File: config.mk
export PLATFORM = sky130hd
export DESIGN_NAME = flash_self_program_control
export DESIGN_NICKNAME = d
export VERILOG_FILES = /design/src/flash_spc_pkg.sv /design/src/prog_if.sv /design/src/flash_prog_timer.sv /design/src/flash_self_program_control.sv
export SDC_FILE = /design/constraint.sdc
export NUM_CORES = 2
export LEC_CHECK = 0
export BUFFER_PORTS_ARGS = -buffer_cell sky130_fd_sc_hd__buf_2
export CORE_AREA = 2 2 395 201
export DETAILED_ROUTE_END_ITERATION = 12
export DIE_AREA = 0 0 397 203
export PLACE_DENSITY = 0.6
export SYNTH_ARGS = -nofsm -noshare
export SYNTH_HDL_FRONTEND = slang
export SYNTH_SLANG_ARGS = --single-unit
File: constraint.sdc
create_clock -name aclk -period 6 [get_ports aclk]
set_clock_uncertainty 0.05 [all_clocks]
set_input_delay 0.3 -clock aclk [delete_from_list [all_inputs] [get_ports aclk]]
set_output_delay 0.3 -clock aclk [all_outputs]
set_load 0.02 [all_outputs]
File: src/flash_spc_pkg.sv
// Operation
// - table read returns one byte into latch
// - program 64-byte block or one 2-byte word
// - erase clears exactly one 1024-byte block
// - no bulk erase reachable from software
// - fetches stall while write or erase runs
// - internal timer ends every write and erase
// - any value programmable; invalid words execute NOP
// - program/data transfers pass 8-bit latch bytewise
// - table write fills holding registers only
// - table reads/writes work at any byte address
// - unlock key port stores nothing, reads zero
// - word select bit 5 picks 2 or 64
// - erase select bit 4; hardware clears after erase
// - write enable bit 2 gates writes; reset clear
// - abort flag set on start, cleared on finish
// - start bit 1 settable only; hardware clears
// - control bits 7, 6, 0 read zero
// - latch is 8-bit register holding moved byte
// - erase block from pointer bits 21 to 10
// - low pointer bits choose one of 64 holding
package flash_spc_pkg;

    // register indices; byte address is four times the index
    localparam logic [13:0] IDX_CONTROL = 14'hfa6;
    localparam logic [13:0] IDX_UNLOCK = 14'hfa7;
    localparam logic [13:0] IDX_LATCH = 14'hfa5;
    localparam logic [13:0] IDX_POINTER = 14'hfa8;
    localparam logic [13:0] IDX_TABLE_OP = 14'hfa9;
    localparam logic [13:0] IDX_STATUS = 14'hfaa;

    // control register field positions
    localparam int BIT_START = 1;
    localparam int BIT_PROGRAM_WRITE_ENABLE = 2;
    localparam int BIT_ABORT = 3;
    localparam int BIT_ERASE = 4;
    localparam int BIT_WORD = 5;

    // table operation command field positions
    localparam int BIT_OP_READ = 0;
    localparam int BIT_OP_WRITE = 1;
    localparam int BIT_OP_MODE = 2;

    // reset values
    localparam logic [7:0] RST_LATCH = 8'h00;
    localparam logic [21:0] RST_POINTER = 22'h000000;
    localparam logic [7:0] RST_HOLD = 8'hff;

    // unlock key sequence
    localparam logic [7:0] KEY_FIRST = 8'h55;
    localparam logic [7:0] KEY_SECOND = 8'haa;

    // bus answers
    localparam logic [1:0] RESP_OKAY = 2'b00;
    localparam logic [1:0] RESP_SLVERR = 2'b10;

    // timing
    localparam int CLK_HZ = 40000000;
    localparam int ERASE_TIME_US = 1000;
    localparam int WRITE_TIME_US = 500;

    typedef enum logic [1:0] {
        PTR_HOLD,
        PTR_POST_INC,
        PTR_POST_DEC,
        PTR_PRE_INC
    } ptr_mode_t;

    typedef enum logic {
        TMR_IDLE,
        TMR_RUN
    } timer_state_t;

endpackage

File: src/prog_if.sv
`timescale 1ns/1ps
// start/done handshake between control logic and programming timer
interface prog_if;
    logic start;
    logic erase;
    logic done;
    logic busy;

    modport ctrl (output start, output erase, input done, input busy);
    modport timer (input start, input erase, output done, output busy);
endinterface

File: src/flash_prog_timer.sv
`timescale 1ns/1ps
module flash_prog_timer #(
    parameter int unsigned ERASE_CYCLES = 40000,
    parameter int unsigned WRITE_CYCLES = 20000
) (
    // clock and reset
    input wire logic aclk,
    input wire logic aresetn,
    // handshake with control logic
    prog_if.timer pif
);

    flash_spc_pkg::timer_state_t state_reg;
    logic [31:0] count_reg;
    logic done_reg;

    assign pif.done = done_reg;
    assign pif.busy = (state_reg == flash_spc_pkg::TMR_RUN);

    // self-timed cycle; only expiry ends it
    always_ff @(posedge aclk) begin
        if (!aresetn) begin
            state_reg <= flash_spc_pkg::TMR_IDLE;
            count_reg <= 32'h00000000;
            done_reg <= 1'b0;
        end else begin
            done_reg <= 1'b0;
            unique case (state_reg)
                flash_spc_pkg::TMR_IDLE: begin
                    if (pif.start) begin
                        state_reg <= flash_spc_pkg::TMR_RUN;
                        count_reg <= pif.erase ? ERASE_CYCLES - 32'h1
                                               : WRITE_CYCLES - 32'h1;
                    end
                end
                flash_spc_pkg::TMR_RUN: begin
                    if (count_reg == 32'h00000000) begin
                        state_reg <= flash_spc_pkg::TMR_IDLE;
                        done_reg <= 1'b1;
                    end else begin
                        count_reg <= count_reg - 32'h1;
                    end
                end
            endcase
        end
    end

    // done only ever closes a running cycle
    a_done_ends_run: assert property (@(posedge aclk) disable iff (!aresetn)
        done_reg |-> $past(state_reg) == flash_spc_pkg::TMR_RUN
                     && state_reg == flash_spc_pkg::TMR_IDLE)
        else $error("timer done without a running cycle");

endmodule

File: src/flash_self_program_control.sv
// Implementation choice: the AXI4-Lite slave port.
`timescale 1ns/1ps
module flash_self_program_control #(
    parameter int unsigned ERASE_CYCLES =
        flash_spc_pkg::ERASE_TIME_US * (flash_spc_pkg::CLK_HZ / 1000000),
    parameter int unsigned WRITE_CYCLES =
        flash_spc_pkg::WRITE_TIME_US * (flash_spc_pkg::CLK_HZ / 1000000)
) (
    // clock and reset
    input wire logic aclk,
    input wire logic aresetn,
    // axi4-lite write address and data
    input wire logic [15:0] awaddr,
    input wire logic awvalid,
    output logic awready,
    input wire logic [31:0] wdata,
    input wire logic [3:0] wstrb,
    input wire logic wvalid,
    output logic wready,
    // axi4-lite write response
    output logic [1:0] bresp,
    output logic bvalid,
    input wire logic bready,
    // axi4-lite read
    input wire logic [15:0] araddr,
    input wire logic arvalid,
    output logic arready,
    output logic [31:0] rdata,
    output logic [1:0] rresp,
    output logic rvalid,
    input wire logic rready,
    // flash array read port
    output logic fa_rd_en,
    output logic [21:0] fa_addr,
    input wire logic [15:0] fa_rdata,
    // flash array programming port
    output logic fa_prog_en,
    output logic fa_erase_en,
    output logic fa_word_mode,
    output logic [11:0] fa_block_addr,
    output logic [4:0] fa_word_index,
    output logic [63:0][7:0] fa_hold_data,
    // core fetch stall
    output logic fetch_stall
);

    // bus channel state
    logic awready_reg, wready_reg, bvalid_reg, arready_reg, rvalid_reg;
    logic aw_hold_reg, w_hold_reg;
    logic [1:0] bresp_reg, rresp_reg;
    logic [31:0] rdata_reg;
    logic [13:0] wr_idx_reg, rd_idx_reg;
    logic [31:0] wdata_reg;
    logic wlane_reg;
    logic wr_fire;

    // control register and sequencing state
    logic program_write_enable_reg, erase_sel_reg, word_sel_reg, start_reg, abort_reg;
    logic key_half_reg, armed_reg;
    logic prog_en_reg, erase_en_reg, word_mode_reg, stall_reg;
    logic [11:0] block_reg;
    logic [4:0] word_idx_reg;

    // table access state
    logic [7:0] latch_reg;
    logic [21:0] ptr_reg, fa_addr_reg;
    logic [63:0][7:0] hold_reg;
    logic rd_en_reg, rd_pend_reg;

    // decoded write commands
    logic ctl_wr, key_wr, start_req, start_ok, op_wr, op_read, op_write;
    flash_spc_pkg::ptr_mode_t op_mode;
    logic [21:0] op_addr;

    prog_if pif_i ();

    flash_prog_timer #(
        .ERASE_CYCLES(ERASE_CYCLES),
        .WRITE_CYCLES(WRITE_CYCLES)
    ) u_timer (
        .aclk(aclk),
        .aresetn(aresetn),
        .pif(pif_i.timer)
    );

    // step the low 21 pointer bits; the top bit is never carried into
    function automatic logic [21:0] ptr_step(input logic [21:0] p,
                                             input logic up);
        ptr_step = {p[21], up ? p[20:0] + 21'h1 : p[20:0] - 21'h1};
    endfunction

    function automatic logic is_mapped(input logic [13:0] idx);
        is_mapped = idx == flash_spc_pkg::IDX_CONTROL
                 || idx == flash_spc_pkg::IDX_UNLOCK
                 || idx == flash_spc_pkg::IDX_LATCH
                 || idx == flash_spc_pkg::IDX_POINTER
                 || idx == flash_spc_pkg::IDX_TABLE_OP
                 || idx == flash_spc_pkg::IDX_STATUS;
    endfunction

    // outputs straight from flops
    assign awready = awready_reg;
    assign wready = wready_reg;
    assign bvalid = bvalid_reg;
    assign bresp = bresp_reg;
    assign arready = arready_reg;
    assign rvalid = rvalid_reg;
    assign rdata = rdata_reg;
    assign rresp = rresp_reg;
    assign fa_rd_en = rd_en_reg;
    assign fa_addr = fa_addr_reg;
    assign fa_prog_en = prog_en_reg;
    assign fa_erase_en = erase_en_reg;
    assign fa_word_mode = word_mode_reg;
    assign fa_block_addr = block_reg;
    assign fa_word_index = word_idx_reg;
    assign fa_hold_data = hold_reg;
    assign fetch_stall = stall_reg;

    // write decode; registers sit in byte lane 0
    assign wr_fire = aw_hold_reg & w_hold_reg & ~bvalid_reg;
    assign ctl_wr = wr_fire & wlane_reg
                  & (wr_idx_reg == flash_spc_pkg::IDX_CONTROL);
    assign key_wr = wr_fire & wlane_reg
                  & (wr_idx_reg == flash_spc_pkg::IDX_UNLOCK);
    assign op_wr = wr_fire & wlane_reg & ~stall_reg
                 & (wr_idx_reg == flash_spc_pkg::IDX_TABLE_OP);
    assign op_read = op_wr & wdata_reg[flash_spc_pkg::BIT_OP_READ];
    assign op_write = op_wr & wdata_reg[flash_spc_pkg::BIT_OP_WRITE];
    assign op_mode = flash_spc_pkg::ptr_mode_t'(
        wdata_reg[flash_spc_pkg::BIT_OP_MODE +: 2]);
    assign op_addr = (op_mode == flash_spc_pkg::PTR_PRE_INC)
                   ? ptr_step(ptr_reg, 1'b1) : ptr_reg;
    // zero written to start is ignored; one is a start request unless start is already set
    assign start_req = ctl_wr & wdata_reg[flash_spc_pkg::BIT_START]
                     & ~start_reg;
    assign start_ok = start_req & armed_reg
                    & wdata_reg[flash_spc_pkg::BIT_PROGRAM_WRITE_ENABLE]
                    & program_write_enable_reg;

    // write address and data channels, taken in either order
    always_ff @(posedge aclk) begin
        if (!aresetn) begin
            awready_reg <= 1'b1;
            wready_reg <= 1'b1;
            aw_hold_reg <= 1'b0;
            w_hold_reg <= 1'b0;
            wr_idx_reg <= 14'h0000;
            wdata_reg <= 32'h00000000;
            wlane_reg <= 1'b0;
        end else begin
            if (awvalid && awready_reg) begin
                awready_reg <= 1'b0;
                aw_hold_reg <= 1'b1;
                wr_idx_reg <= awaddr[15:2];
            end
            if (wvalid && wready_reg) begin
                wready_reg <= 1'b0;
                w_hold_reg <= 1'b1;
                wdata_reg <= wdata;
                wlane_reg <= wstrb[0];
            end
            if (wr_fire) begin
                aw_hold_reg <= 1'b0;
                w_hold_reg <= 1'b0;
            end
            if (bvalid_reg && bready) begin
                awready_reg <= 1'b1;
                wready_reg <= 1'b1;
            end
        end
    end

    // write response
    always_ff @(posedge aclk) begin
        if (!aresetn) begin
            bvalid_reg <= 1'b0;
            bresp_reg <= flash_spc_pkg::RESP_OKAY;
        end else if (wr_fire) begin
            bvalid_reg <= 1'b1;
            bresp_reg <= is_mapped(wr_idx_reg) ? flash_spc_pkg::RESP_OKAY
                                               : flash_spc_pkg::RESP_SLVERR;
        end else if (bvalid_reg && bready) begin
            bvalid_reg <= 1'b0;
        end
    end

    // read channel; key port has no storage and reads zero
    always_ff @(posedge aclk) begin
        if (!aresetn) begin
            arready_reg <= 1'b1;
            rvalid_reg <= 1'b0;
            rdata_reg <= 32'h00000000;
            rresp_reg <= flash_spc_pkg::RESP_OKAY;
            rd_idx_reg <= 14'h0000;
        end else if (arvalid && arready_reg) begin
            arready_reg <= 1'b0;
            rvalid_reg <= 1'b1;
            rd_idx_reg <= araddr[15:2];
            rresp_reg <= is_mapped(araddr[15:2]) ? flash_spc_pkg::RESP_OKAY
                                                 : flash_spc_pkg::RESP_SLVERR;
            unique case (araddr[15:2])
                flash_spc_pkg::IDX_CONTROL:
                    rdata_reg <= {26'h0000000, word_sel_reg, erase_sel_reg,
                                  abort_reg, program_write_enable_reg, start_reg,
                                  1'b0};
                flash_spc_pkg::IDX_LATCH:
                    rdata_reg <= {24'h000000, latch_reg};
                flash_spc_pkg::IDX_POINTER:
                    rdata_reg <= {10'h000, ptr_reg};
                flash_spc_pkg::IDX_STATUS:
                    rdata_reg <= {30'h00000000, armed_reg, stall_reg};
                default:
                    rdata_reg <= 32'h00000000;
            endcase
        end else if (rvalid_reg && rready) begin
            rvalid_reg <= 1'b0;
            arready_reg <= 1'b1;
        end
    end

    // unlock: 55h then 0aah arms one start; any other write except a control write without start disarms
    always_ff @(posedge aclk) begin
        if (!aresetn) begin
            key_half_reg <= 1'b0;
            armed_reg <= 1'b0;
        end else if (key_wr) begin
            key_half_reg <= wdata_reg[7:0] == flash_spc_pkg::KEY_FIRST;
            armed_reg <= key_half_reg
                       && wdata_reg[7:0] == flash_spc_pkg::KEY_SECOND;
        end else if (wr_fire && !(wr_idx_reg == flash_spc_pkg::IDX_CONTROL
                                  && !start_req)) begin
            key_half_reg <= 1'b0;
            armed_reg <= 1'b0;
        end
    end

    // software-writable control bits
    always_ff @(posedge aclk) begin
        if (!aresetn) begin
            program_write_enable_reg <= 1'b0;
            word_sel_reg <= 1'b0;
            erase_sel_reg <= 1'b0;
        end else begin
            if (ctl_wr && !stall_reg) begin
                program_write_enable_reg <= wdata_reg[flash_spc_pkg::BIT_PROGRAM_WRITE_ENABLE];
                word_sel_reg <= wdata_reg[flash_spc_pkg::BIT_WORD];
                erase_sel_reg <= wdata_reg[flash_spc_pkg::BIT_ERASE];
            end
            if (pif_i.done && erase_en_reg) begin
                erase_sel_reg <= 1'b0;
            end
        end
    end

    // start bit: set only by an accepted start, cleared by the timer
    always_ff @(posedge aclk) begin
        if (!aresetn) begin
            start_reg <= 1'b0;
        end else if (start_ok) begin
            start_reg <= 1'b1;
        end else if (pif_i.done) begin
            start_reg <= 1'b0;
        end
    end

    // abort flag: any start request sets it, normal expiry clears it;
    // a reset mid-operation leaves it set
    always_ff @(posedge aclk) begin
        if (!aresetn) begin
            if (stall_reg || abort_reg) begin
                abort_reg <= 1'b1;
            end else begin
                abort_reg <= 1'b0;
            end
        end else if (start_req) begin
            abort_reg <= 1'b1;
        end else if (pif_i.done) begin
            abort_reg <= 1'b0;
        end else if (ctl_wr) begin
            abort_reg <= wdata_reg[flash_spc_pkg::BIT_ABORT];
        end
    end

    // array operation drive; only block erase or program exists
    always_ff @(posedge aclk) begin
        if (!aresetn) begin
            prog_en_reg <= 1'b0;
            erase_en_reg <= 1'b0;
            word_mode_reg <= 1'b0;
            stall_reg <= 1'b0;
            block_reg <= 12'h000;
            word_idx_reg <= 5'h00;
        end else if (start_ok) begin
            erase_en_reg <= erase_sel_reg;
            prog_en_reg <= ~erase_sel_reg;
            word_mode_reg <= word_sel_reg;
            block_reg <= ptr_reg[21:10];
            word_idx_reg <= ptr_reg[5:1];
            stall_reg <= 1'b1;
        end else if (pif_i.done) begin
            prog_en_reg <= 1'b0;
            erase_en_reg <= 1'b0;
            stall_reg <= 1'b0;
        end
    end

    assign pif_i.start = start_ok & ~pif_i.busy;
    assign pif_i.erase = erase_sel_reg;

    // table pointer: direct writes and table-op stepping
    always_ff @(posedge aclk) begin
        if (!aresetn) begin
            ptr_reg <= flash_spc_pkg::RST_POINTER;
        end else if (op_wr) begin
            unique case (op_mode)
                flash_spc_pkg::PTR_HOLD: ptr_reg <= ptr_reg;
                flash_spc_pkg::PTR_POST_DEC:
                    ptr_reg <= ptr_step(ptr_reg, 1'b0);
                flash_spc_pkg::PTR_POST_INC,
                flash_spc_pkg::PTR_PRE_INC:
                    ptr_reg <= ptr_step(ptr_reg, 1'b1);
            endcase
        end else if (wr_fire && wlane_reg && !stall_reg
                     && wr_idx_reg == flash_spc_pkg::IDX_POINTER) begin
            ptr_reg <= wdata_reg[21:0];
        end
    end

    // table read: array read strobe, byte picked by address bit 0
    always_ff @(posedge aclk) begin
        if (!aresetn) begin
            rd_en_reg <= 1'b0;
            rd_pend_reg <= 1'b0;
            fa_addr_reg <= flash_spc_pkg::RST_POINTER;
        end else begin
            rd_en_reg <= op_read;
            rd_pend_reg <= rd_en_reg;
            if (op_read) begin
                fa_addr_reg <= op_addr;
            end
        end
    end

    // byte latch between the two memory widths
    always_ff @(posedge aclk) begin
        if (!aresetn) begin
            latch_reg <= flash_spc_pkg::RST_LATCH;
        end else if (rd_pend_reg) begin
            latch_reg <= fa_addr_reg[0] ? fa_rdata[15:8]
                                        : fa_rdata[7:0];
        end else if (wr_fire && wlane_reg
                     && wr_idx_reg == flash_spc_pkg::IDX_LATCH) begin
            latch_reg <= wdata_reg[7:0];
        end
    end

    // table write: latch byte into holding registers, never the array;
    // no check on content, any byte is taken
    always_ff @(posedge aclk) begin
        if (!aresetn) begin
            hold_reg <= {64{flash_spc_pkg::RST_HOLD}};
        end else if (op_write && !op_read) begin
            hold_reg[op_addr[5:0]] <= latch_reg;
        end
    end

    // checks

    a_start_needs_key: assert property (@(posedge aclk)
        disable iff (!aresetn)
        $rose(start_reg) |-> $past(armed_reg) && $past(program_write_enable_reg)
                             && abort_reg)
        else $error("start accepted without unlock and enable");

    a_stall_while_busy: assert property (@(posedge aclk)
        disable iff (!aresetn)
        stall_reg == (prog_en_reg | erase_en_reg)
        && (stall_reg == start_reg))
        else $error("fetch stall does not match operation");

    a_erase_sel_clear: assert property (@(posedge aclk)
        disable iff (!aresetn)
        pif_i.done && erase_en_reg |=> !erase_sel_reg && !start_reg)
        else $error("erase select kept after erase");

    a_abort_on_start: assert property (@(posedge aclk)
        disable iff (!aresetn)
        start_req |=> abort_reg)
        else $error("abort flag not set by start");

    a_abort_on_done: assert property (@(posedge aclk)
        disable iff (!aresetn)
        pif_i.done |=> !abort_reg && !start_reg)
        else $error("abort flag or start left after finish");

    a_key_reads_zero: assert property (@(posedge aclk)
        disable iff (!aresetn)
        rvalid_reg && rd_idx_reg == flash_spc_pkg::IDX_UNLOCK
        |-> rdata_reg == 32'h00000000)
        else $error("unlock key port read nonzero");

    a_ctl_unused_zero: assert property (@(posedge aclk)
        disable iff (!aresetn)
        rvalid_reg && rd_idx_reg == flash_spc_pkg::IDX_CONTROL
        |-> rdata_reg[31:6] == 26'h0000000 && !rdata_reg[0])
        else $error("unimplemented control bits read nonzero");

    a_read_fills_latch: assert property (@(posedge aclk)
        disable iff (!aresetn)
        op_read |-> ##3 latch_reg == ($past(fa_addr_reg[0])
                     ? $past(fa_rdata[15:8]) : $past(fa_rdata[7:0])))
        else $error("table read byte not in latch");

    a_erase_block_sel: assert property (@(posedge aclk)
        disable iff (!aresetn)
        start_ok && erase_sel_reg |=> erase_en_reg && !prog_en_reg
        && block_reg == $past(ptr_reg[21:10]))
        else $error("erase block not taken from pointer");

    a_no_program_write_enable_no_op: assert property (@(posedge aclk)
        disable iff (!aresetn)
        start_req && !program_write_enable_reg |=> !prog_en_reg && !erase_en_reg)
        else $error("array operation without write enable");

endmodule

==> results_dict.tcl <==
set metrics [dict create \
    cpMaxStageDelayCell "nand3_2" \
    final_common_cell "dfxtp_1" \
    synth.largest_area_cell "dfxtp_1" \
    maxSlewViolCount 0 \
    cts_buffers 61 \
    yosys_register_bits 695 \
    viasPerCell 5.56 \
    irDropWorstVdd_mv 0.243 \
    post_cts_resized 0 \
    r2r-end "fa_hold_data[152]" \
    synth_top_area_share_pct 51.7 \
    die_area_mm2 0.0806 \
    post_drt_wl_per_cell_um 22.0 \
    synth_flop_cell "dfxtp_1" \
    path_cells "ha_1 -> nand3_1 -> or3_1 -> nand2_1 -> nand3_2 -> o21ai_0 -> o211ai_1" \
    routed_wirelength_um 101000 \
    grt_usage_pct 23.8 \
    p_sw_share_pct 22.7 \
    p_leak_nw 11.8 \
    grt_max_degree 210 \
    maxSlewHeadroom_pct 13.0 \
    grt_first_pass_wirelength_um 149000 \
    drv_cap 0 \
    crit_buf_inv 0 \
    p_per_area_mw_per_mm2 271 \
    routabilityCongestion 0.857 \
    power_w 0.00893 \
    clock_sinks 695 \
    cp_max_fo 64 \
    antenna_found_initial 1 \
    vias 25554 \
    ys_seq_area_share_pct 51.8 \
    ys_warn_count 0 \
    crit_family "simple AND/OR/NAND/NOR gates" \
    drt_iter0_markers 2500 \
    postSynthCellCount 3027 \
    post_cts_buffers 0 \
    pin_count 688 \
    worst_pin_slew_ns 1.30 \
    die_h_um 203 \
    placementRows 72 \
    htree_levels 2 \
    p_comb_share_pct 2.6 \
    stdcell_count 4596 \
    synth-edff-count 1 \
    reg2reg_slack_ns 1.76 \
    clk_latency_ns 0.64 \
    core_mm2 0.0768 \
    start_util_pct 35.0 \
    p_clk_share_pct 45.2 \
    place_hpwl_um 67300 \
    max_stage_delay_ns 1.06 \
    totalNegativeSetupSlack_ns 0 \
    rsz0062_at_grt "false" \
    seq_power_share_pct 52.1 \
    status "finished clean" \
    fin_crit_ns 4.24 \
    min_period_over_period_pct 70.7 \
    max_clock_freq_ghz 0.236 \
    min_path_type "primary input to flip-flop" \
    clock-root-buffer "clkbuf_16" \
    firstDrtPassIters 6 \
    first_global_vias 23462 \
    startpoint_type "flip-flop" \
    min_from "araddr[4]" \
    ff2ff_path_depth 7 \
    syn_avg_cell_area_um2 8.88 \
    min_to "rresp[1]" \
    async_flop_share_pct 0 \
    worstPathArrival_ns 4.66 \
    end_kind "flip-flop" \
    clk_pin_slew_ns 0.07 \
    worstHoldPathCells 4 \
    die_w_um 397 \
    nFillCells 7608 \
    reg2reg_from "ptr_reg[1]" \
    cts_tree "done" \
    largest_reg_flops 512 \
    port_buffers 658 \
    synth.distinct_cells 64 \
    setup_viol 0 \
    cts_hold_buf 44 \
    finalHoldViolations 0 \
    crit_required_ns 6.42 \
    dp_cells 4443 \
    ant_nets 0 \
    area_growth_pct 22.8 \
    drt_drc_violations_left 0 \
    path_class "flip-flop to flip-flop" \
    n_antenna_cell 0 \
    p_switching_w 0.00203 \
    cts_buffer_depth 3 \
    internal_power_w 0.00690 \
    overflow 0 \
    synth.area.top_cells "dfxtp_1 (52%), o211ai_1 (14%), o21ai_0 (9.0%)" \
    nets 3608 \
    layout_common_cells "dfxtp_1 (694), buf_2 (657), o211ai_1 (515), o21ai_0 (484), nand2_1 (357)" \
    syn-cell-area_mm2 0.0269 \
    drive_above_1_share_pct 23.0 \
]
==> how the worst max path moves through the flow <==
stage / from / to / cells after the start
2_1_floorplan: ptr_reg[0] / fa_hold_data[136] / 11
3_3_place_gp: ptr_reg[1] / fa_hold_data[437] / 7
3_5_place_dp: ptr_reg[1] / fa_hold_data[138] / 7
4_1_cts: ptr_reg[1] / fa_hold_data[152] / 7
5_1_grt: ptr_reg[1] / fa_hold_data[283] / 7
6_report: ptr_reg[1] / fa_hold_data[152] / 7
==> routing by layer <==
metal | share of wire, % | wire, um | vias to the layer above | global-route usage [%]
met5 | 0 | 0 | - | 0
met4 | 6.1 | 6120 | 0 | 13.6
met3 | 5.0 | 5030 | 263 | 2.87
met2 | 48 | 48700 | 943 | 39.7
met1 | 41 | 41100 | 12266 | 29.8
li1 | - | - | 12082 | -
==> Yosys cell counts (9+ instances only) <==
cell type	count
nor2b_1	12
clkbuf_1	291
or3_1	14
nand4_1	25
nand3_1	53
and3_1	9
o21ai_0	484
inv_1	19
nor2_1	83
dfxtp_1	694
nand2b_1	9
xor2_1	12
a31oi_1	10
mux2i_1	16
a211oi_1	10
o22ai_1	15
nand2_1	357
o211ai_1	515
a22oi_1	12
and2_1	15
nor4_1	29
or4_1	11
a21oi_1	156
xnor2_1	20
buf_4	15
nor3_1	25
==> through the flow <==
step	hold WS, ns	cell area, um^2	utilization (%)	worst slack (ns)
CTS	0.000151	33000	43.0	1.81
global placement	0.379	30500	39.8	1.96
floorplan	0.350	26900	-	3.33
finish	0.0389	33000	43.0	1.76
global route	0.0604	33000	43.0	1.47
detailed placement	0.392	30500	39.8	1.86
==> kinds of logic (layout without fill, tap and decap cells) <==
| group | Yosys count | after routing | synth area share (%) |
|---|---|---|---|
| xor gates and xnor gates | 32 | 32 | 1.04 |
| and+or+nand+nor | 680 | 680 | 12.0 |
| DFF | 695 | 695 | 51.8 |
| AOI/OAI and AO/OA | 1258 | 1258 | 29.3 |
| other | 1 | 12 | 0.0140 |
| muxes | 20 | 20 | 0.764 |
| adders and majority gates | 3 | 3 | 0.140 |
| buffers and inverters | 338 | 860 | 4.96 |
==> final cells by class <==
type	instances	area, um^2	area share [%]
Multi-Input combinational cell	2005	11700	35.4
Clock buffer	88	1820	5.51
Sequential cell	695	13900	42.2
Tap cell	1036	1300	3.93
Timing Repair Buffer	732	4010	12.1
Clock inverter	21	200	0.606
Inverter	19	73.8	0.224
==> power by group through the flow <==
stage	Sequential [W]	Combinational, W	Clock (W)
CTS	0.00465	0.000234	0.00413
floorplan	0.00475	0.000148	0
detailed placement	0.00476	0.000211	0
global placement	0.00476	0.000209	0
finish	0.00466	0.000236	0.00404
global route	0.00465	0.000259	0.00432
==> tightest hold or removal path: cells and delay by family <==
kind / cells / cell delay (ns)
AO/OA/AOI/OAI: 3 / 0.28
buffers and inverters: 1 / 0.12
Power figures use the tool's default switching activity.
